===== src/logic/t8wc_regs.svh =====
/*
  Register map, field positions and reset values of the 8-bit timer
  waveform and compare-output block. Assumes a 32-bit Wishbone slave with
  byte addresses; each register sits in the low byte of one word.
*/
`ifndef T8WC_REGS_SVH
`define T8WC_REGS_SVH

// ============================================================
// Offsets
`define T8WC_ADR_CTRLA 8'h24
`define T8WC_ADR_CTRLB 8'h28
`define T8WC_ADR_COUNT 8'h2C
`define T8WC_ADR_CMPA 8'h30
`define T8WC_ADR_CMPB 8'h34
`define T8WC_ADR_STAT 8'h38
`define T8WC_ADR_CLR 8'h3C
`define T8WC_ADR_IEN 8'h40
`define T8WC_ADR_DIR 8'h44

// ============================================================
// Fields
`define T8WC_COMA_HI 7
`define T8WC_COMA_LO 6
`define T8WC_COMB_HI 5
`define T8WC_COMB_LO 4
`define T8WC_CTRLA_MASK 8'hF3
`define T8WC_TOPBIT_POS 3
`define T8WC_FLAG_OVF 0
`define T8WC_FLAG_MA 1
`define T8WC_FLAG_MB 2
`define T8WC_DIR_A 0
`define T8WC_DIR_B 1

// ============================================================
// Values
`define T8WC_RST_BYTE 8'h00
`define T8WC_RST_FLAGS 3'h0
`define T8WC_MAX 8'hFF
`define T8WC_BOTTOM 8'h00

`endif


===== src/logic/t8wc_pkg.sv =====
/*
  Types of the 8-bit timer waveform and compare-output block.
  Assumes the constants of t8wc_regs.svh for all numbers.
*/
package t8wc_pkg;

  // ============================================================
  // Enumerations
  typedef enum logic [1:0] {
    T8WC_BUS_IDLE = 2'b01,
    T8WC_BUS_ACK = 2'b10
  } t8wc_bus_st_t;

  typedef enum logic [3:0] {
    T8WC_WAVE_NORMAL = 4'b0001,
    T8WC_WAVE_FAST = 4'b0010,
    T8WC_WAVE_PHASE = 4'b0100,
    T8WC_WAVE_HOLD = 4'b1000
  } t8wc_wave_t;

  // ============================================================
  // Carriers
  typedef struct packed {
    logic cyc;
    logic stb;
    logic we;
    logic [7:0] adr;
    logic [3:0] sel;
    logic [31:0] dat;
  } t8wc_wb_req_t;

  typedef struct packed {
    logic ack;
    logic [31:0] dat;
  } t8wc_wb_rsp_t;

  typedef struct packed {
    logic a_o;
    logic a_oe;
    logic b_o;
    logic b_oe;
  } t8wc_pins_t;

  typedef struct packed {
    logic match;
    logic up;
    logic at_bottom;
    logic at_top;
    logic special;
  } t8wc_chan_ev_t;

  typedef struct packed {
    t8wc_bus_st_t bus;
    logic [7:0] ctrl_a;
    logic top_bit;
    logic [7:0] cnt;
    logic [7:0] cmp_a_buf;
    logic [7:0] cmp_a;
    logic [7:0] cmp_b_buf;
    logic [7:0] cmp_b;
    logic down;
    logic blocked;
    logic oc_a;
    logic oc_b;
    logic [2:0] status;
    logic [2:0] ien;
    logic [1:0] dir;
    t8wc_wb_rsp_t rsp;
    t8wc_pins_t pins;
    logic irq;
  } t8wc_state_t;

endpackage : t8wc_pkg


===== src/logic/t8wc_chan.sv =====
/*
  One compare-output channel: next level of the compare output and
  whether it owns the pin. Purely combinational; the caller holds the
  output flip-flop and qualifies every event with the timer tick.
*/
`timescale 1ns/1ps

module t8wc_chan (
  input wire t8wc_pkg::t8wc_wave_t wave,
  input wire logic [1:0] com,
  input wire logic is_a,
  input wire logic top_bit,
  input wire t8wc_pkg::t8wc_chan_ev_t ev,
  input wire logic oc_cur,
  output logic oc_nxt,
  output logic connected
);

  // ============================================================
  // Output level
  always_comb begin
    oc_nxt = oc_cur;
    connected = |com;
    case (wave)
      t8wc_pkg::T8WC_WAVE_FAST, t8wc_pkg::T8WC_WAVE_PHASE: begin
        // Code 1 toggles only on channel A with the top mode bit set
        connected = com[1] | (com[0] & is_a & top_bit); // [RULE2]
        if (com == 2'b01) begin
          if (is_a && top_bit && ev.match) begin
            oc_nxt = !oc_cur; // [RULE6] [RULE7] [RULE9]
          end
        end else if (com[1] && wave == t8wc_pkg::T8WC_WAVE_FAST) begin
          if (ev.match && !ev.special) begin
            oc_nxt = com[0]; // [RULE5] [RULE7]
          end
          // Wrap action applied last, so it wins a match at TOP
          if (ev.at_bottom) begin
            oc_nxt = !com[0]; // [RULE5] [RULE10] [RULE12]
          end
        end else if (com[1]) begin
          if (ev.special) begin
            if (ev.at_top) begin
              oc_nxt = !com[0]; // [RULE11] [RULE12]
            end
          end else if (ev.match) begin
            oc_nxt = ev.up ? com[0] : !com[0]; // [RULE8] [RULE9]
          end
        end
      end
      t8wc_pkg::T8WC_WAVE_NORMAL: begin
        if (ev.match) begin
          case (com)
            2'b01: oc_nxt = !oc_cur; // [RULE3] [RULE4]
            2'b10: oc_nxt = 1'b0; // [RULE3] [RULE4]
            2'b11: oc_nxt = 1'b1; // [RULE3] [RULE4]
            default: oc_nxt = oc_cur;
          endcase
        end
      end
      default: oc_nxt = oc_cur;
    endcase
  end

endmodule : t8wc_chan


===== src/logic/t8wc_top.sv =====
/*
  8-bit timer/counter with two compare outputs, waveform modes,
  sticky event flags and one level interrupt, behind a classic
  Wishbone slave. Assumes a prescaler that supplies a one-cycle
  tick enable and port logic that supplies normal pin data.
*/
// The implementer's own choice: the Wishbone slave port.
`timescale 1ns/1ps
`include "t8wc_regs.svh"

// Contract
// RULE1 - Counter runs on the system clock; tick only enables one step.
// RULE2 - Nonzero output-mode code lets compare output own pin; direction bit drives.
// RULE3 - Non-PWM channel A: 0 off, 1 toggle, 2 clear, 3 set on match.
// RULE4 - Non-PWM channel B: 0 off, 1 toggle, 2 clear, 3 set on match.
// RULE5 - Fast PWM: code 2 clear on match, set at BOTTOM; 3 reverse.
// RULE6 - PWM channel A code 1: off unless top mode bit, then toggle.
// RULE7 - Fast PWM channel B: code 1 reserved; 2 and 3 as PWM.
// RULE8 - Phase PWM channel A: code 2 clear up, set down; 3 reverse.
// RULE9 - Phase PWM channel B: code 1 reserved; 2 clear up; 3 reverse.
// RULE10 - Fast PWM, A compare at TOP, upper bit set: act at BOTTOM only.
// RULE11 - Phase PWM, A compare at TOP, upper bit set: act at TOP only.
// RULE12 - Either PWM, B compare at TOP, upper bit set: act at TOP.
// RULE13 - Control bits 3 and 2 ignore writes and read zero.
// RULE14 - Two low mode bits plus top mode bit select sequence and TOP.
// RULE15 - Modes 0, 1, 3: fixed TOP, update and overflow as tabled.
// RULE16 - Modes 2, 5, 7 use compare A as TOP; 4 and 6 reserved.
// RULE17 - Compare A as TOP: A match sets flag, counter clears next tick.
// RULE18 - B flag on every match; A flag on every ordinary match.
// RULE19 - BOTTOM is counter value zero.
module t8wc_top (
  input wire logic clock,
  input wire logic rst,
  input wire t8wc_pkg::t8wc_wb_req_t wb_req,
  output t8wc_pkg::t8wc_wb_rsp_t wb_rsp,
  input wire logic timer_tick_enable,
  input wire logic port_a_dat,
  input wire logic port_b_dat,
  output t8wc_pkg::t8wc_pins_t pins,
  output logic irq
);

  // ============================================================
  // Decode helpers
  function automatic t8wc_pkg::t8wc_wave_t wave_of(
    input logic [2:0] mode
  );
    case (mode)
      3'h0, 3'h2: wave_of = t8wc_pkg::T8WC_WAVE_NORMAL; // [RULE15] [RULE16]
      3'h1, 3'h5: wave_of = t8wc_pkg::T8WC_WAVE_PHASE; // [RULE15] [RULE16]
      3'h3, 3'h7: wave_of = t8wc_pkg::T8WC_WAVE_FAST; // [RULE15] [RULE16]
      default: wave_of = t8wc_pkg::T8WC_WAVE_HOLD; // [RULE16]
    endcase
  endfunction : wave_of

  function automatic logic top_from_a(input logic [2:0] mode);
    top_from_a = (mode == 3'h2) || (mode == 3'h5) || (mode == 3'h7);
  endfunction : top_from_a

  function automatic logic hits(
    input logic [7:0] cnt,
    input logic [7:0] val
  );
    hits = (cnt == val);
  endfunction : hits

  // ============================================================
  // Current state and events
  t8wc_pkg::t8wc_state_t s;
  t8wc_pkg::t8wc_state_t n;

  logic [2:0] mode;
  t8wc_pkg::t8wc_wave_t wave;
  logic [7:0] top;
  logic tick;
  logic at_top;
  logic match_a;
  logic match_b;
  logic ovf;
  logic [2:0] ev_set;
  t8wc_pkg::t8wc_chan_ev_t ev_a;
  t8wc_pkg::t8wc_chan_ev_t ev_b;
  logic oc_a_nxt;
  logic oc_b_nxt;
  logic conn_a;
  logic conn_b;
  logic bus_req;
  logic wr_hit;
  logic wr_cnt;

  assign mode = {s.top_bit, s.ctrl_a[1:0]}; // [RULE14]
  assign wave = wave_of(mode);
  assign top = top_from_a(mode) ? s.cmp_a : `T8WC_MAX; // [RULE15] [RULE16]
  // Reserved modes freeze the counter rather than guess a sequence
  assign tick = timer_tick_enable && (wave != t8wc_pkg::T8WC_WAVE_HOLD); // [RULE1]
  assign at_top = tick && hits(s.cnt, top);
  // A counter write removes the match on the following tick
  assign match_a = tick && !s.blocked && hits(s.cnt, s.cmp_a);
  assign match_b = tick && !s.blocked && hits(s.cnt, s.cmp_b);

  always_comb begin
    if (wave == t8wc_pkg::T8WC_WAVE_PHASE) begin
      ovf = tick && hits(s.cnt, `T8WC_BOTTOM); // [RULE15] [RULE19]
    end else if (mode == 3'h7) begin
      ovf = at_top; // [RULE16]
    end else begin
      ovf = tick && hits(s.cnt, `T8WC_MAX); // [RULE15]
    end
  end

  assign ev_set = {match_b, match_a, ovf}; // [RULE17] [RULE18]

  always_comb begin
    ev_a.match = match_a;
    ev_a.up = !s.down || hits(s.cnt, `T8WC_BOTTOM); // [RULE19]
    ev_a.at_bottom = at_top && (wave == t8wc_pkg::T8WC_WAVE_FAST); // [RULE19]
    ev_a.at_top = at_top;
    ev_a.special = s.ctrl_a[`T8WC_COMA_HI] && hits(s.cmp_a, top); // [RULE10] [RULE11]
    ev_b = ev_a;
    ev_b.match = match_b;
    ev_b.special = s.ctrl_a[`T8WC_COMB_HI] && hits(s.cmp_b, top); // [RULE12]
  end

  // ============================================================
  // Compare-output channels
  t8wc_chan u_chan_a (
    .wave(wave),
    .com(s.ctrl_a[`T8WC_COMA_HI:`T8WC_COMA_LO]),
    .is_a(1'b1),
    .top_bit(s.top_bit),
    .ev(ev_a),
    .oc_cur(s.oc_a),
    .oc_nxt(oc_a_nxt),
    .connected(conn_a)
  );

  t8wc_chan u_chan_b (
    .wave(wave),
    .com(s.ctrl_a[`T8WC_COMB_HI:`T8WC_COMB_LO]),
    .is_a(1'b0),
    .top_bit(s.top_bit),
    .ev(ev_b),
    .oc_cur(s.oc_b),
    .oc_nxt(oc_b_nxt),
    .connected(conn_b)
  );

  // ============================================================
  // Bus decode
  assign bus_req = wb_req.cyc && wb_req.stb;
  assign wr_hit = bus_req && wb_req.we && wb_req.sel[0]
                  && (s.bus == t8wc_pkg::T8WC_BUS_IDLE);
  assign wr_cnt = wr_hit && (wb_req.adr == `T8WC_ADR_COUNT);

  // ============================================================
  // Next state
  always_comb begin
    n = s;
    n.rsp.ack = 1'b0;

    // Counter step, one per tick at most
    if (tick) begin // [RULE1]
      n.blocked = 1'b0;
      if (wave == t8wc_pkg::T8WC_WAVE_PHASE) begin
        if (!s.down) begin
          n.down = hits(s.cnt, top);
          n.cnt = hits(s.cnt, top) ? s.cnt - 8'h01 : s.cnt + 8'h01;
        end else begin
          n.down = !hits(s.cnt, `T8WC_BOTTOM); // [RULE19]
          n.cnt = n.down ? s.cnt - 8'h01 : s.cnt + 8'h01;
        end
      end else begin
        n.cnt = hits(s.cnt, top) ? `T8WC_BOTTOM : s.cnt + 8'h01; // [RULE17]
      end
    end

    // Double-buffered compare values
    case (wave)
      t8wc_pkg::T8WC_WAVE_PHASE, t8wc_pkg::T8WC_WAVE_FAST: begin
        if (at_top) begin // [RULE15] [RULE16]
          n.cmp_a = s.cmp_a_buf;
          n.cmp_b = s.cmp_b_buf;
        end
      end
      default: begin
        n.cmp_a = s.cmp_a_buf;
        n.cmp_b = s.cmp_b_buf;
      end
    endcase

    n.oc_a = oc_a_nxt;
    n.oc_b = oc_b_nxt;

    // Bus slave: one ack, then one idle cycle
    case (s.bus)
      t8wc_pkg::T8WC_BUS_IDLE: begin
        if (bus_req) begin
          n.bus = t8wc_pkg::T8WC_BUS_ACK;
          n.rsp.ack = 1'b1;
          case (wb_req.adr)
            `T8WC_ADR_CTRLA: n.rsp.dat = {24'h0, s.ctrl_a & `T8WC_CTRLA_MASK}; // [RULE13]
            `T8WC_ADR_CTRLB: n.rsp.dat = {28'h0, s.top_bit, 3'h0};
            `T8WC_ADR_COUNT: n.rsp.dat = {24'h0, s.cnt};
            `T8WC_ADR_CMPA: n.rsp.dat = {24'h0, s.cmp_a_buf};
            `T8WC_ADR_CMPB: n.rsp.dat = {24'h0, s.cmp_b_buf};
            `T8WC_ADR_STAT: n.rsp.dat = {29'h0, s.status};
            `T8WC_ADR_IEN: n.rsp.dat = {29'h0, s.ien};
            `T8WC_ADR_DIR: n.rsp.dat = {30'h0, s.dir};
            default: n.rsp.dat = 32'h0;
          endcase
        end
      end
      t8wc_pkg::T8WC_BUS_ACK: n.bus = t8wc_pkg::T8WC_BUS_IDLE;
      default: n.bus = t8wc_pkg::T8WC_BUS_IDLE;
    endcase

    // Register writes; software beats a tick on the counter
    n.status = s.status;
    if (wr_hit) begin
      case (wb_req.adr)
        `T8WC_ADR_CTRLA: n.ctrl_a = wb_req.dat[7:0] & `T8WC_CTRLA_MASK; // [RULE13]
        `T8WC_ADR_CTRLB: n.top_bit = wb_req.dat[`T8WC_TOPBIT_POS]; // [RULE14]
        `T8WC_ADR_COUNT: begin
          n.cnt = wb_req.dat[7:0];
          n.blocked = 1'b1;
        end
        `T8WC_ADR_CMPA: n.cmp_a_buf = wb_req.dat[7:0];
        `T8WC_ADR_CMPB: n.cmp_b_buf = wb_req.dat[7:0];
        `T8WC_ADR_CLR: n.status = s.status & ~wb_req.dat[2:0];
        `T8WC_ADR_IEN: n.ien = wb_req.dat[2:0];
        `T8WC_ADR_DIR: n.dir = wb_req.dat[1:0];
        default: n.status = s.status;
      endcase
    end
    // A flag raised in the clear cycle survives
    n.status = n.status | ev_set; // [RULE18]
    n.irq = |(n.status & n.ien);

    // Pin override follows the channel's own ownership
    n.pins.a_o = conn_a ? oc_a_nxt : port_a_dat; // [RULE2]
    n.pins.b_o = conn_b ? oc_b_nxt : port_b_dat; // [RULE2]
    n.pins.a_oe = s.dir[`T8WC_DIR_A]; // [RULE2]
    n.pins.b_oe = s.dir[`T8WC_DIR_B]; // [RULE2]
  end

  // ============================================================
  // State register
  always_ff @(posedge clock) begin
    if (rst) begin
      s <= '0;
      s.bus <= t8wc_pkg::T8WC_BUS_IDLE;
      s.ctrl_a <= `T8WC_RST_BYTE;
      s.cnt <= `T8WC_RST_BYTE;
      s.status <= `T8WC_RST_FLAGS;
    end else begin
      s <= n;
    end
  end

  assign wb_rsp = s.rsp;
  assign pins = s.pins;
  assign irq = s.irq;

  logic phase_w;
  logic fast_w;
  logic normal_w;
  assign phase_w = (wave == t8wc_pkg::T8WC_WAVE_PHASE);
  assign fast_w = (wave == t8wc_pkg::T8WC_WAVE_FAST);
  assign normal_w = (wave == t8wc_pkg::T8WC_WAVE_NORMAL);
endmodule : t8wc_top


===== config.mk =====
export PLATFORM = sky130hd
export DESIGN_NAME = t8wc_top
export DESIGN_NICKNAME = d
export VERILOG_FILES = /design/src/logic/t8wc_pkg.sv /design/src/logic/t8wc_chan.sv /design/src/logic/t8wc_top.sv
export VERILOG_INCLUDE_DIRS = /design/src /design/src/logic
export SDC_FILE = /design/constraint.sdc
export NUM_CORES = 1
export LEC_CHECK = 0
export BUFFER_PORTS_ARGS = -buffer_cell sky130_fd_sc_hd__buf_2
export CAP_MARGIN = 20
export CORE_MARGIN = 4
export CORE_UTILIZATION = 60
export DETAILED_ROUTE_END_ITERATION = 7
export PLACE_DENSITY = 0.85
export SLEW_MARGIN = 20
export SYNTH_ARGS = -nofsm -noshare
export SYNTH_HDL_FRONTEND = slang
export SYNTH_SLANG_ARGS = --single-unit

===== constraint.sdc =====
create_clock -name clock -period 8.4 [get_ports clock]
set_input_delay 0.84 -clock clock [delete_from_list [all_inputs] [get_ports clock]]
set_output_delay 0.84 -clock clock [all_outputs]
set_load 0.02 [all_outputs]

; Yosys cells after proc, flatten, opt, wreduce, memory -nomap -nowiden
; Cells that the tools add are included.
; Widths: inputs -> output; s select.
[classes]
add_sub_neg = 2
eq_ne = 32
muxes = 56
bitwise = 7
reduce_logical = 48
[ops]
columns = op, n
row1 = $mux 8, 14
row2 = $pmux 8 s8, 1
row3 = $eq 8x6->1 const B, 7
row4 = $eq 8x8->1, 5
row5 = $mux 33, 1
row6 = $mux 1, 31
row7 = $logic_and 1x1->1, 19
row8 = $eq 8x7->1 const B, 2
row9 = $mux 16, 1
row10 = $reduce_and 2->1, 7
row11 = $reduce_or 2->1, 7
row12 = $pmux 4 s3, 1
row13 = $logic_not 1->1, 9
row14 = $add 8x1->8 const B, 1
row15 = $eq 2x2->1 const B, 4
row16 = $eq 8x8->1 const B, 1
row17 = $logic_not 8->1, 1
row18 = $sub 8x1->8 const B, 1
row19 = $and 3x3->3, 2
row20 = $eq 2x1->1 const B, 3
row21 = $eq 3x2->1 const B, 2
row22 = $eq 3x3->1 const B, 2
row23 = $mux 3, 2
row24 = $pmux 1 s3, 2
row25 = other kinds (16), 19
[word_totals]
reg_bits = 99
wordCells = 167

; Depth between registers and ports, before layout
; Gate-level depths: netlist (run 1).
[depth]
depth_word = 14
mapped_depth = 11
mapped_depth_nobuf = 10

; Modules after synthesis
; Synthesis (run 1) repeated with hierarchy kept, for this count alone.
[unflattened]
cells_unflattened = 607
area_unflattened_um2 = 4913.5
[by_module_without_submodules]
columns = module, instances, cells_each, area_each_um2, seq_area_each_um2
row1 = t8wc_top, 1, 541, 4460.5, 1501.4
row2 = t8wc_chan, 2, 33, 226.5, 0.0

; Worst setup path after synthesis (run 1)
; Ideal clock, no wire load.
[synth_timing]
path_type = reg2reg
from = register s (netlist bit mode[1])
to = register s (netlist bit pins[1])
setup_ps = 134
arrival_time_ps = 2579
required_time_ps = 8266
path_slack_ps = 5687
path_stages_with_launch = 10
synth_period_minus_slack_ps = 2713
path_cell_list = dfxtp_1 or3b_4 and2_4 buf_6 or4_1 a221o_1 or2_1 a221o_1 a41oi_2 a211oi_1
[synth_between]
elab_chain_cells = 14
word_cells_on_any_way = 41
cone_classes = eq/ne (11) / mux (14) / reduce/logical (16)
[synth_rtl]
columns = item, line
row1 = "start, declared", t8wc_top.sv:69  ; t8wc_pkg::t8wc_state_t s;
row2 = "start signal, assigned", t8wc_top.sv:256  ; s <= n;
row3 = $eq 3x3->1 (tied with other cells), "t8wc_top.sv:48, t8wc_top.sv:57"
row4 = $reduce_or 2->1 or $logic_or 1x1->1 (tied branches), "t8wc_top.sv:48, t8wc_top.sv:57"
row5 = $pmux 4 s3 or $logic_or 1x1->1 (tied branches), "t8wc_top.sv:48, t8wc_top.sv:57"
row6 = $ne 4x4->1 or $mux 8 (tied branches), --
row7 = $logic_and 1x1->1 or $eq 8x8->1 (tied branches), "t8wc_top.sv:95, t8wc_top.sv:64"
row8 = $logic_and 1x1->1 (on tied branches), "t8wc_top.sv:99, t8wc_top.sv:121"
row9 = $logic_and 1x1->1 or $logic_not 1->1 (tied branches), "t8wc_top.sv:99, t8wc_chan.sv:33"
row10 = $mux 1 or $logic_and 1x1->1 (tied branches), "t8wc_chan.sv:45, t8wc_chan.sv:33"
row11 = $mux 1 (on tied branches), "t8wc_chan.sv:41, t8wc_chan.sv:33"
row12 = $mux 1 (on tied branches), "t8wc_chan.sv:40, t8wc_chan.sv:37"
row13 = $mux 1, t8wc_chan.sv:32  ; end else if (com[1] && wave == t8wc_pkg::T8WC_WAVE_FAST) begin
row14 = $mux 1, t8wc_chan.sv:28  ; if (com == 2'b01) begin
row15 = $pmux 1 s2, t8wc_chan.sv:24  ; case (wave)
row16 = $mux 1 *, t8wc_top.sv:241  ; n.pins.b_o = conn_b ? oc_b_nxt : port_b_dat;
; Mark *: on every way between the ends. The rest lies on a longest branch, timed or not.
; A chain may end at the register's enable or synchronous reset.

; Final worst setup path (run 1)
[layout_timing]
from = register s (netlist bit mode[0])
to = register s[67] (netlist bit)
[layout_between]
elab_chain_cells = 7
word_cells_on_any_way = 22
cone_classes = eq/ne (10) / mux (3) / reduce/logical (9)
[layout_rtl]
columns = item, line
row1 = $eq 3x3->1 (tied with other cells), "t8wc_top.sv:48, t8wc_top.sv:57"
row2 = $reduce_or 2->1 or $logic_or 1x1->1 (tied branches), "t8wc_top.sv:48, t8wc_top.sv:57"
row3 = $pmux 4 s3 or $logic_or 1x1->1 (tied branches), "t8wc_top.sv:48, t8wc_top.sv:57"
row4 = $ne 4x4->1 or $mux 8 (tied branches), --
row5 = $logic_and 1x1->1 or $eq 8x8->1 (tied branches), "t8wc_top.sv:95, t8wc_top.sv:64"
row6 = $logic_and 1x1->1, t8wc_top.sv:96  ; assign at_top = tick && hits(s.cnt, top);
row7 = $ne 2x2->1 (no line), --
; Parallel ways exist; a longest one is shown, timed or not.

==> PnR_summary.wiki, run 1 <==
{| class="wikitable"
! Metric !! Value
|-
| Via count of the first global-routing pass || 4,143
|-
| Relative area change from synthesis to final layout || 2.718%
|-
| Uppermost metal layer occupied by signal nets || met4
|-
| Clock latency on the worst-skew pair || 0.37 ns
|-
| Antenna-violating nets left || 0
|-
| Worst Setup Path Type || reg -> reg
|-
| Clock buffer count from CTS || 9
|-
| Number of enable flip-flop cells after synthesis || 0
|-
| Setup WS post-layout || around 4.4 ns
|-
| Input/output buffers || 38
|-
| Level count of the clock H-tree || 3
|-
| CP cell instances || nand2_1 -> a21o_1 -> a222oi_1 -> o211ai_2 -> nor3_2 -> nand2b_1 -> mux2i_1 -> nor2_1
|-
| Clock Tree Buf Depth || 2
|-
| Commonest register cell after synthesis || sky130_fd_sc_hd__dfxtp_1
|-
| Diodes inserted || 0
|-
| Final number of setup-violating endpoints || 0
|-
| Root buf cell || sky130_fd_sc_hd__clkbuf_8
|-
| Worst hold start || s[48]
|-
| Buffer and inverter count on the worst path || 0
|-
| Total instance count after detailed placement || about 700
|-
| Maximum operating frequency || 249.1 MHz
|-
| Die area || between 0.009 and 0.01 mm2
|-
| Delay-heaviest family, CP || simple AND/OR/NAND/NOR gates
|-
| Final-layout setup total negative slack || 0 ns
|-
| Cell-internal power || 0.0004903 W
|-
| Average cell area after synthesis || between 7 and 8 um2
|-
| Area of combinational cells with multiple inputs || approximately 0.0028 mm2
|-
| Iteration count of the initial detailed-routing pass || 6
|-
| Register area share after synthesis || 0.3167
|-
| Die height || about 97 um
|-
| Area of the core region || 0.007687 mm2
|-
| Share of final-layout standard cells stronger than drive strength 1 || 0.1102
|-
| Portion of total power attributed to the clock network || 0.382
|-
| Place WS || 4.524 ns
|-
| Clock tree from TritonCTS || yes
|-
| Status || finished, final reports clean
|-
| Total non-filler cell area in the finished layout || between 0.004 and 0.005 mm2
|-
| Post-cts hold buffer count || 0
|-
| Transition time at the pin with the least slew margin || roughly 1.1 ns
|-
| Post-layout instance count excluding filler cells || 719
|-
| Reg-to-reg setup timing slack || around 4.4 ns
|-
| Sum of overflow across all layers after global routing || 0
|-
| Max transition margin || 0.2851
|-
| Horizontal die dimension || approximately 97 um
|-
| Pin count of the biggest net entering global routing || 75
|-
| Post-layout minimum cycle time || 4.015 ns
|-
| Worst setup EP type || register
|-
| Number of I/O pins || 90
|-
| Wire length on met3 || 1329 um
|-
| Final HPWL from detailed placement || between 9000 and 10,000 um
|-
| Reg2Reg Launch Point || mode[0]
|-
| Post-Place Cell Area || ~0.0047 mm2
|-
| Setup skew after layout || 0.01260 ns
|-
| Effective utilization at floorplan || 0.6167
|-
| Routed wl met2 || a little under 6000 um
|-
| Placer congestion estimate || 0.9945
|-
| Critical Path Fanout Max || 22
|-
| Switching share of total power || 0.2994
|-
| Count of instances resized after the clock tree is built || 0
|-
| Global-route total usage across every layer || 0.2693
|-
| Average via count per standard cell || roughly 6.4
|-
| Routed via count || between 4,000 and 5,000
|-
| DRC violation count after routing || 0
|-
| Fin Hold WS || roughly 0.47 ns
|-
| Length in cells of the worst reg-to-reg path || 8
|-
| Total net switching power || between 0.0002 and 0.00025 W
|-
| Required time at the worst-slack endpoint || between 8 and 9 ns
|-
| Avg WL per Cell || about 18 um
|-
| Critical path startpoint category || register
|-
| Sequential power share || 0.522
|-
| Filler cell count || around 680
|-
| Sequential cell area || about 0.0015 mm2
|-
| Number of instances in the synthesized netlist || 619
|-
| Share of synthesized flip-flops with an asynchronous set or reset || 0
|-
| Hold Crit Endpoint || s[48]
|-
| Post-synthesis cell type count || between 60 and 70
|-
| Wire length of the first global-routing pass || between 20,000 and 25,000 um
|-
| Worst vdd ir || between 0.08 and 0.09 mV
|-
| Initial DRC count || 593
|-
| Number of clock sinks seen by CTS || between 70 and 80
|-
| Combinational fraction of design power || 0.096
|-
| Hold Path Class || reg -> reg
|-
| RSZ-0062 raised after global routing || false
|-
| Maximum capacitance violations || 0
|-
| Worst R2R End || s[67]
|-
| Number of cells on the worst hold path || 2
|-
| Met1 wire length || approximately 5100 um
|-
| CTS clk-pin slew, worst paths || 0.09 ns
|-
| Flip-flop and latch count after synthesis || 75
|-
| Post-synthesis instance area || 0.004741 mm2
|-
| Part of the cycle the worst path needs || 0.4779
|-
| Max-slew violation count || 0
|-
| Number of nets in the layout || about 670
|-
| Setup Buffers After CTS || 0
|-
| Critical Path AT || between 4 and 5 ns
|-
| Static leakage power || ~1.9 nW
|-
| Count of final hold-check violations || 0
|-
| Critical Path Max Stage Delay || about 0.85 ns
|-
| Final wirelength || 12,900 um
|-
| Floorplan row count || 32
|-
| Critical-path top delay cell || sky130_fd_sc_hd__nand2b_1
|-
| Number of antenna violations at the first check in global routing || 0
|-
| Power density of the placed cells || ~140 mW/mm2
|-
| Warnings from Yosys || 0
|}
## layout by cell type (no fill, tap or decap), types with 5 or more instances in the layout
| cell | count |
|---|---|
| sky130_fd_sc_hd__a211oi_1 | 9 |
| sky130_fd_sc_hd__inv_1 | 19 |
| sky130_fd_sc_hd__and3_1 | 10 |
| sky130_fd_sc_hd__a22oi_1 | 19 |
| sky130_fd_sc_hd__nor4_1 | 7 |
| sky130_fd_sc_hd__xor2_1 | 9 |
| sky130_fd_sc_hd__nand4_1 | 7 |
| sky130_fd_sc_hd__a311oi_1 | 5 |
| sky130_fd_sc_hd__nand3_1 | 18 |
| sky130_fd_sc_hd__nor2_1 | 77 |
| sky130_fd_sc_hd__conb_1 | 24 |
| sky130_fd_sc_hd__a21o_1 | 5 |
| sky130_fd_sc_hd__o211ai_1 | 5 |
| sky130_fd_sc_hd__buf_2 | 38 |
| sky130_fd_sc_hd__mux2i_1 | 30 |
| sky130_fd_sc_hd__dfxtp_1 | 75 |
| sky130_fd_sc_hd__or3_1 | 5 |
| sky130_fd_sc_hd__a21oi_1 | 39 |
| sky130_fd_sc_hd__nor2b_1 | 10 |
| sky130_fd_sc_hd__nor3_1 | 15 |
| sky130_fd_sc_hd__o21ai_0 | 18 |
| sky130_fd_sc_hd__clkbuf_8 | 9 |
| sky130_fd_sc_hd__nand2_1 | 71 |
| sky130_fd_sc_hd__xnor2_1 | 14 |
## worst max-delay path by stage
stage	start	end	slack, ns	depth (start not counted)
floorplan	mode[1]	pins[1]	5.69	9
global placement	mode[0]	s[71]	4.64	8
detailed placement	mode[0]	s[67]	4.52	8
CTS	mode[0]	s[67]	4.45	8
global route	mode[0]	s[67]	4.22	8
finish	mode[0]	s[67]	4.39	8
## layout make-up
cell class,count,area share
clock buffer,9,0.02544
timing repair buffer,40,0.04214
sequential,75,0.3083
clock inverter,7,0.01208
tap,102,0.02621
inverter,19,0.01465
multi-input combinational,467,0.5712
## kinds of logic (layout without fill, tap and decap cells)
group | after synthesis | count (layout) | share of synthesized area
AO/OA/AOI/OAI | 140 | 140 | 0.2051
flip-flops | 75 | 75 | 0.3167
AND/OR/NAND/NOR | 246 | 246 | 0.2468
buffers and inverters | 100 | 75 | 0.1148
adder cells (fa/ha/maj) | 2 | 2 | 0.005278
XOR/XNOR | 23 | 23 | 0.04249
other | 1 | 24 | 0.0007910
multiplexers | 32 | 32 | 0.06809
## stage by stage
step,power (W),util
floorplan,0.0004279,-
global placement,0.0004361,0.6097
detailed placement,0.0004381,0.6097
CTS,0.0006972,0.6335
global route,0.0007231,0.6335
finish,0.0006998,0.6335
## synthesized netlist by cell type, drive strengths merged, types with 7 or more instances
library cell / n / share of area
nor2: 77 / 0.061
dfxtp: 75 / 0.32
nand2: 71 / 0.056
buf: 45 / 0.071
a21oi: 39 / 0.041
clkbuf: 36 / 0.029
mux2i: 30 / 0.063
o21ai: 20 / 0.021
a22oi: 19 / 0.030
inv: 19 / 0.015
nand3: 18 / 0.019
nor3: 17 / 0.020
xnor2: 14 / 0.026
and3: 10 / 0.013
nor2b: 10 / 0.013
a211oi: 9 / 0.014
xor2: 9 / 0.017
nand4: 7 / 0.0092
nor4: 7 / 0.0092
## routing by layer
metal,vias to the layer above,global-route usage
li1,2113,-
met5,-,0
met3,54,0.05912
met4,0,0.1242
met1,2129,0.3528
met2,309,0.4220
## registers in the layout, indices dropped and copies added (netlist names)
| register | cells |
|---|---|
| mode | 3 |
| irq | 1 |
| wb_rsp | 9 |
| s | 56 |
| pins | 4 |
| n | 2 |
## power groups by stage
stage	clock, W	combinational [W]	sequential, W
global route	0.000286	0.0000715	0.000366
floorplan	0	0.0000583	0.000370
detailed placement	0	0.0000648	0.000373
CTS	0.000267	0.0000651	0.000365
finish	0.000268	0.0000669	0.000365
global placement	0	0.0000630	0.000373
## worst register-to-register path, stage by stage (launching register included)
cell	delay, ns
sky130_fd_sc_hd__dfxtp_1	0.82
sky130_fd_sc_hd__nand2_1	0.47
sky130_fd_sc_hd__a21o_1	0.28
sky130_fd_sc_hd__a222oi_1	0.42
sky130_fd_sc_hd__o211ai_2	0.25
sky130_fd_sc_hd__nor3_2	0.40
sky130_fd_sc_hd__nand2b_1	0.85
sky130_fd_sc_hd__mux2i_1	0.31
sky130_fd_sc_hd__nor2_1	0.07
No activity file was read; power rests on OpenSTA's default activity.
==> inputs of run 2 (changes only) <==
CORE_UTILIZATION = 51   (was 60)
PLACE_DENSITY = 0.77   (was 0.85)
clock period = 3.5 ns   (was 8.4 ns; I/O delays follow)
==> PnR_summary.wiki, run 2 (same netlist as run 1, synthesis figures left out) <==
{| class="wikitable"
! Metric !! Value
|-
| Antenna-violating nets left || 0 (unchanged)
|-
| Clock latency on the worst-skew pair || 0.36 ns (was 0.37 ns)
|-
| Final-layout setup total negative slack || 0 ns (unchanged)
|-
| Level count of the clock H-tree || 3 (unchanged)
|-
| Average via count per standard cell || 6.231 (was 6.405)
|-
| Delay-heaviest family, CP || simple AND/OR/NAND/NOR gates (unchanged)
|-
| Register with the highest flop count || s (unchanged)
|-
| Share of final-layout standard cells stronger than drive strength 1 || 0.1300 (was 0.1102)
|-
| Clock buffer count from CTS || 9 (unchanged)
|-
| Final wirelength || 13,550 um (was 12,900 um)
|-
| Die area || 0.01090 mm2 (was 0.009388 mm2)
|-
| Worst vdd ir || 0.2214 mV (was 0.08519 mV)
|-
| Via count of the first global-routing pass || 4,320 (was 4,143)
|-
| Number of clock sinks seen by CTS || 75 (unchanged)
|-
| Worst Setup Path Type || reg -> reg (unchanged)
|-
| Number of antenna violations at the first check in global routing || 0 (unchanged)
|-
| Critical Path Max Stage Delay || 0.66 ns (was 0.85 ns)
|-
| Overall power || 0.001708 W (was 0.0006998 W)
|-
| Required time at the worst-slack endpoint || 3.75 ns (was 8.62 ns)
|-
| Setup skew after layout || 0.008010 ns (was 0.01260 ns)
|-
| Count of final hold-check violations || 0 (unchanged)
|-
| Switching share of total power || 0.3028 (was 0.2994)
|-
| Pin count of the biggest net entering global routing || 49 (was 75)
|-
| Leading cell type in the layout, fill and taps excluded || sky130_fd_sc_hd__nor2_1 (unchanged)
|-
| CP cell instances || nand2_1 -> a21o_1 -> a222oi_1 -> o211ai_2 -> nor3_2 -> nand2b_1 -> buf_4 -> mux2i_1 -> nor2_1 (was nand2_1 -> a21o_1 -> a222oi_1 -> o211ai_2 -> nor3_2 -> nand2b_1 -> mux2i_1 -> nor2_1)
|-
| RSZ-0062 raised after global routing || false (unchanged)
|-
| Diodes inserted || 0 (unchanged)
|-
| Routed via count || 4,605 (unchanged)
|-
| Root buf cell || sky130_fd_sc_hd__clkbuf_8 (unchanged)
|-
| Most frequent cells in the layout || sky130_fd_sc_hd__nor2_1 (77), sky130_fd_sc_hd__dfxtp_1 (75), sky130_fd_sc_hd__nand2_1 (71) (unchanged)
|-
| Power density of the placed cells || 342.1 mW/mm2 (was 143.7 mW/mm2)
|-
| Post-layout minimum cycle time || 3.193 ns (was 4.015 ns)
|-
| Critical-path top delay cell || sky130_fd_sc_hd__dfxtp_1 (was sky130_fd_sc_hd__nand2b_1)
|-
| Maximum capacitance violations || 0 (unchanged)
|-
| Post-cts hold buffer count || 0 (unchanged)
|-
| Largest register FFs || 56 (unchanged)
|-
| DRC violation count after routing || 0 (unchanged)
|-
| Die height || 104.4 um (was 96.89 um)
|-
| Critical path startpoint category || register (unchanged)
|-
| Wire length of the first global-routing pass || 21,500 um (was 20,890 um)
|-
| Hold Path Class || in -> reg (was reg -> reg)
|-
| Clock tree from TritonCTS || yes (unchanged)
|-
| Floorplan row count || 34 (was 32)
|-
| Sequential power share || 0.512 (was 0.522)
|-
| CTS clk-pin slew, worst paths || 0.10 ns (was 0.09 ns)
|-
| Sum of overflow across all layers after global routing || 0 (unchanged)
|-
| Buffer and inverter count on the worst path || 1 (was 0)
|-
| Transition time at the pin with the least slew margin || 0.9738 ns (was 1.064 ns)
|-
| Part of the cycle the worst path needs || 0.9122 (was 0.4779)
|-
| Relative area change from synthesis to final layout || 5.331% (was 2.718%)
|-
| Critical Path Fanout Max || 14 (was 22)
|-
| Static leakage power || 1.983 nW (was 1.897 nW)
|-
| Max-slew violation count || 0 (unchanged)
|-
| Critical Path AT || 3.44 ns (was 4.23 ns)
|-
| Cell-internal power || 0.001191 W (was 0.0004903 W)
|-
| Maximum operating frequency || 313.2 MHz (was 249.1 MHz)
|-
| Status || finished, final reports clean (unchanged)
|-
| Area of the core region || 0.008891 mm2 (was 0.007687 mm2)
|-
| Setup Buffers After CTS || 0 (unchanged)
|-
| Post-layout instance count excluding filler cells || 739 (was 719)
|-
| Total instance count after detailed placement || 723 (was 703)
|-
| Final HPWL from detailed placement || 10,010 um (was 9034 um)
|-
| Filler cell count || 817 (was 684)
|-
| Clock Tree Buf Depth || 2 (unchanged)
|-
| Worst setup EP type || register (unchanged)
|-
| Number of nets in the layout || 680 (was 666)
|-
| Place WS || 0.4167 ns (was 4.524 ns)
|-
| Placer congestion estimate || 0.9086 (was 0.9945)
|-
| Count of instances resized after the clock tree is built || 0 (unchanged)
|-
| Setup WS post-layout || 0.3073 ns (was 4.386 ns)
|-
| Combinational fraction of design power || 0.099 (was 0.096)
|-
| Total net switching power || 0.0005172 W (was 0.0002095 W)
|-
| Horizontal die dimension || 104.4 um (was 96.89 um)
|-
| Iteration count of the initial detailed-routing pass || 6 (unchanged)
|-
| Avg WL per Cell || 18.33 um (was 17.94 um)
|-
| Input/output buffers || 38 (unchanged)
|-
| Effective utilization at floorplan || 0.5332 (was 0.6167)
|-
| Initial DRC count || 397 (was 593)
|-
| Final number of setup-violating endpoints || 0 (unchanged)
|-
| Max transition margin || 0.3458 (was 0.2851)
|-
| Number of I/O pins || 90 (unchanged)
|-
| Portion of total power attributed to the clock network || 0.389 (was 0.382)
|-
| Global-route total usage across every layer || 0.2424 (was 0.2693)
|}
[run 2: changes by cell type in the layout (fill, tap and decap cells not counted), sizes merged]
cell      previous run  this run
clkinv               0         3
buf                 40        54
clkinvlp             4         1
[run 2: final timing paths]
check / to / cells past startpoint / from / slack, ns
max: s[50] / 9 / mode[2] / 0.31
min: pins[3] / 3 / port_a_dat / 0.23
max reg2reg: s[50] / 9 / mode[2] / 0.31
min reg2reg: s[48] / 2 / s[48] / 0.48
[run 2: cell type report]
class / count / area, um2 / share of cell area
inverters: 19 / 71.32 / 0.01428
well taps: 108 / 135.1 / 0.02706
flip-flops and latches: 75 / 1501 / 0.3007
clock buffers: 9 / 123.9 / 0.02481
multi-input cells: 467 / 2781 / 0.5570
clock inverters: 7 / 70.07 / 0.01403
repair buffers: 54 / 310.3 / 0.06214
[run 2: power by group through the flow]
stage | Clock, W | Sequential, W | Combinational (W)
3_3_place_gp | 0 | 0.000893 | 0.000162
5_1_grt | 0.000697 | 0.000875 | 0.000183
2_1_floorplan | 0 | 0.000887 | 0.000140
6_report | 0.000665 | 0.000874 | 0.000169
4_1_cts | 0.000665 | 0.000874 | 0.000166
3_5_place_dp | 0 | 0.000894 | 0.000165
[run 2: stage by stage]
step | utilization | area [um2] | hold slack (ns)
finish | 0.5616 | 4994 | 0.2300
CTS | 0.5616 | 4994 | 0.2337
global route | 0.5616 | 4994 | 0.2456
global placement | 0.5398 | 4800 | 0.4422
detailed placement | 0.5398 | 4800 | 0.4694
floorplan | - | 4827 | 0.4363
[run 2: worst register-to-register path, stage by stage, from the launching register on]
cell	delay [ns]
sky130_fd_sc_hd__dfxtp_1	0.66
sky130_fd_sc_hd__nand2_1	0.42
sky130_fd_sc_hd__a21o_1	0.26
sky130_fd_sc_hd__a222oi_1	0.39
sky130_fd_sc_hd__o211ai_2	0.24
sky130_fd_sc_hd__nor3_2	0.42
sky130_fd_sc_hd__nand2b_1	0.19
sky130_fd_sc_hd__buf_4	0.21
sky130_fd_sc_hd__mux2i_1	0.23
sky130_fd_sc_hd__nor2_1	0.05
[run 2: metal layers]
| layer | wire length [um] | global-route usage |
|---|---|---|
| met1 | 5668 | 0.3194 |
| met2 | 6035 | 0.3713 |
| met3 | 1354 | 0.06642 |
| met4 | 488 | 0.1035 |
| met5 | 0 | 0 |
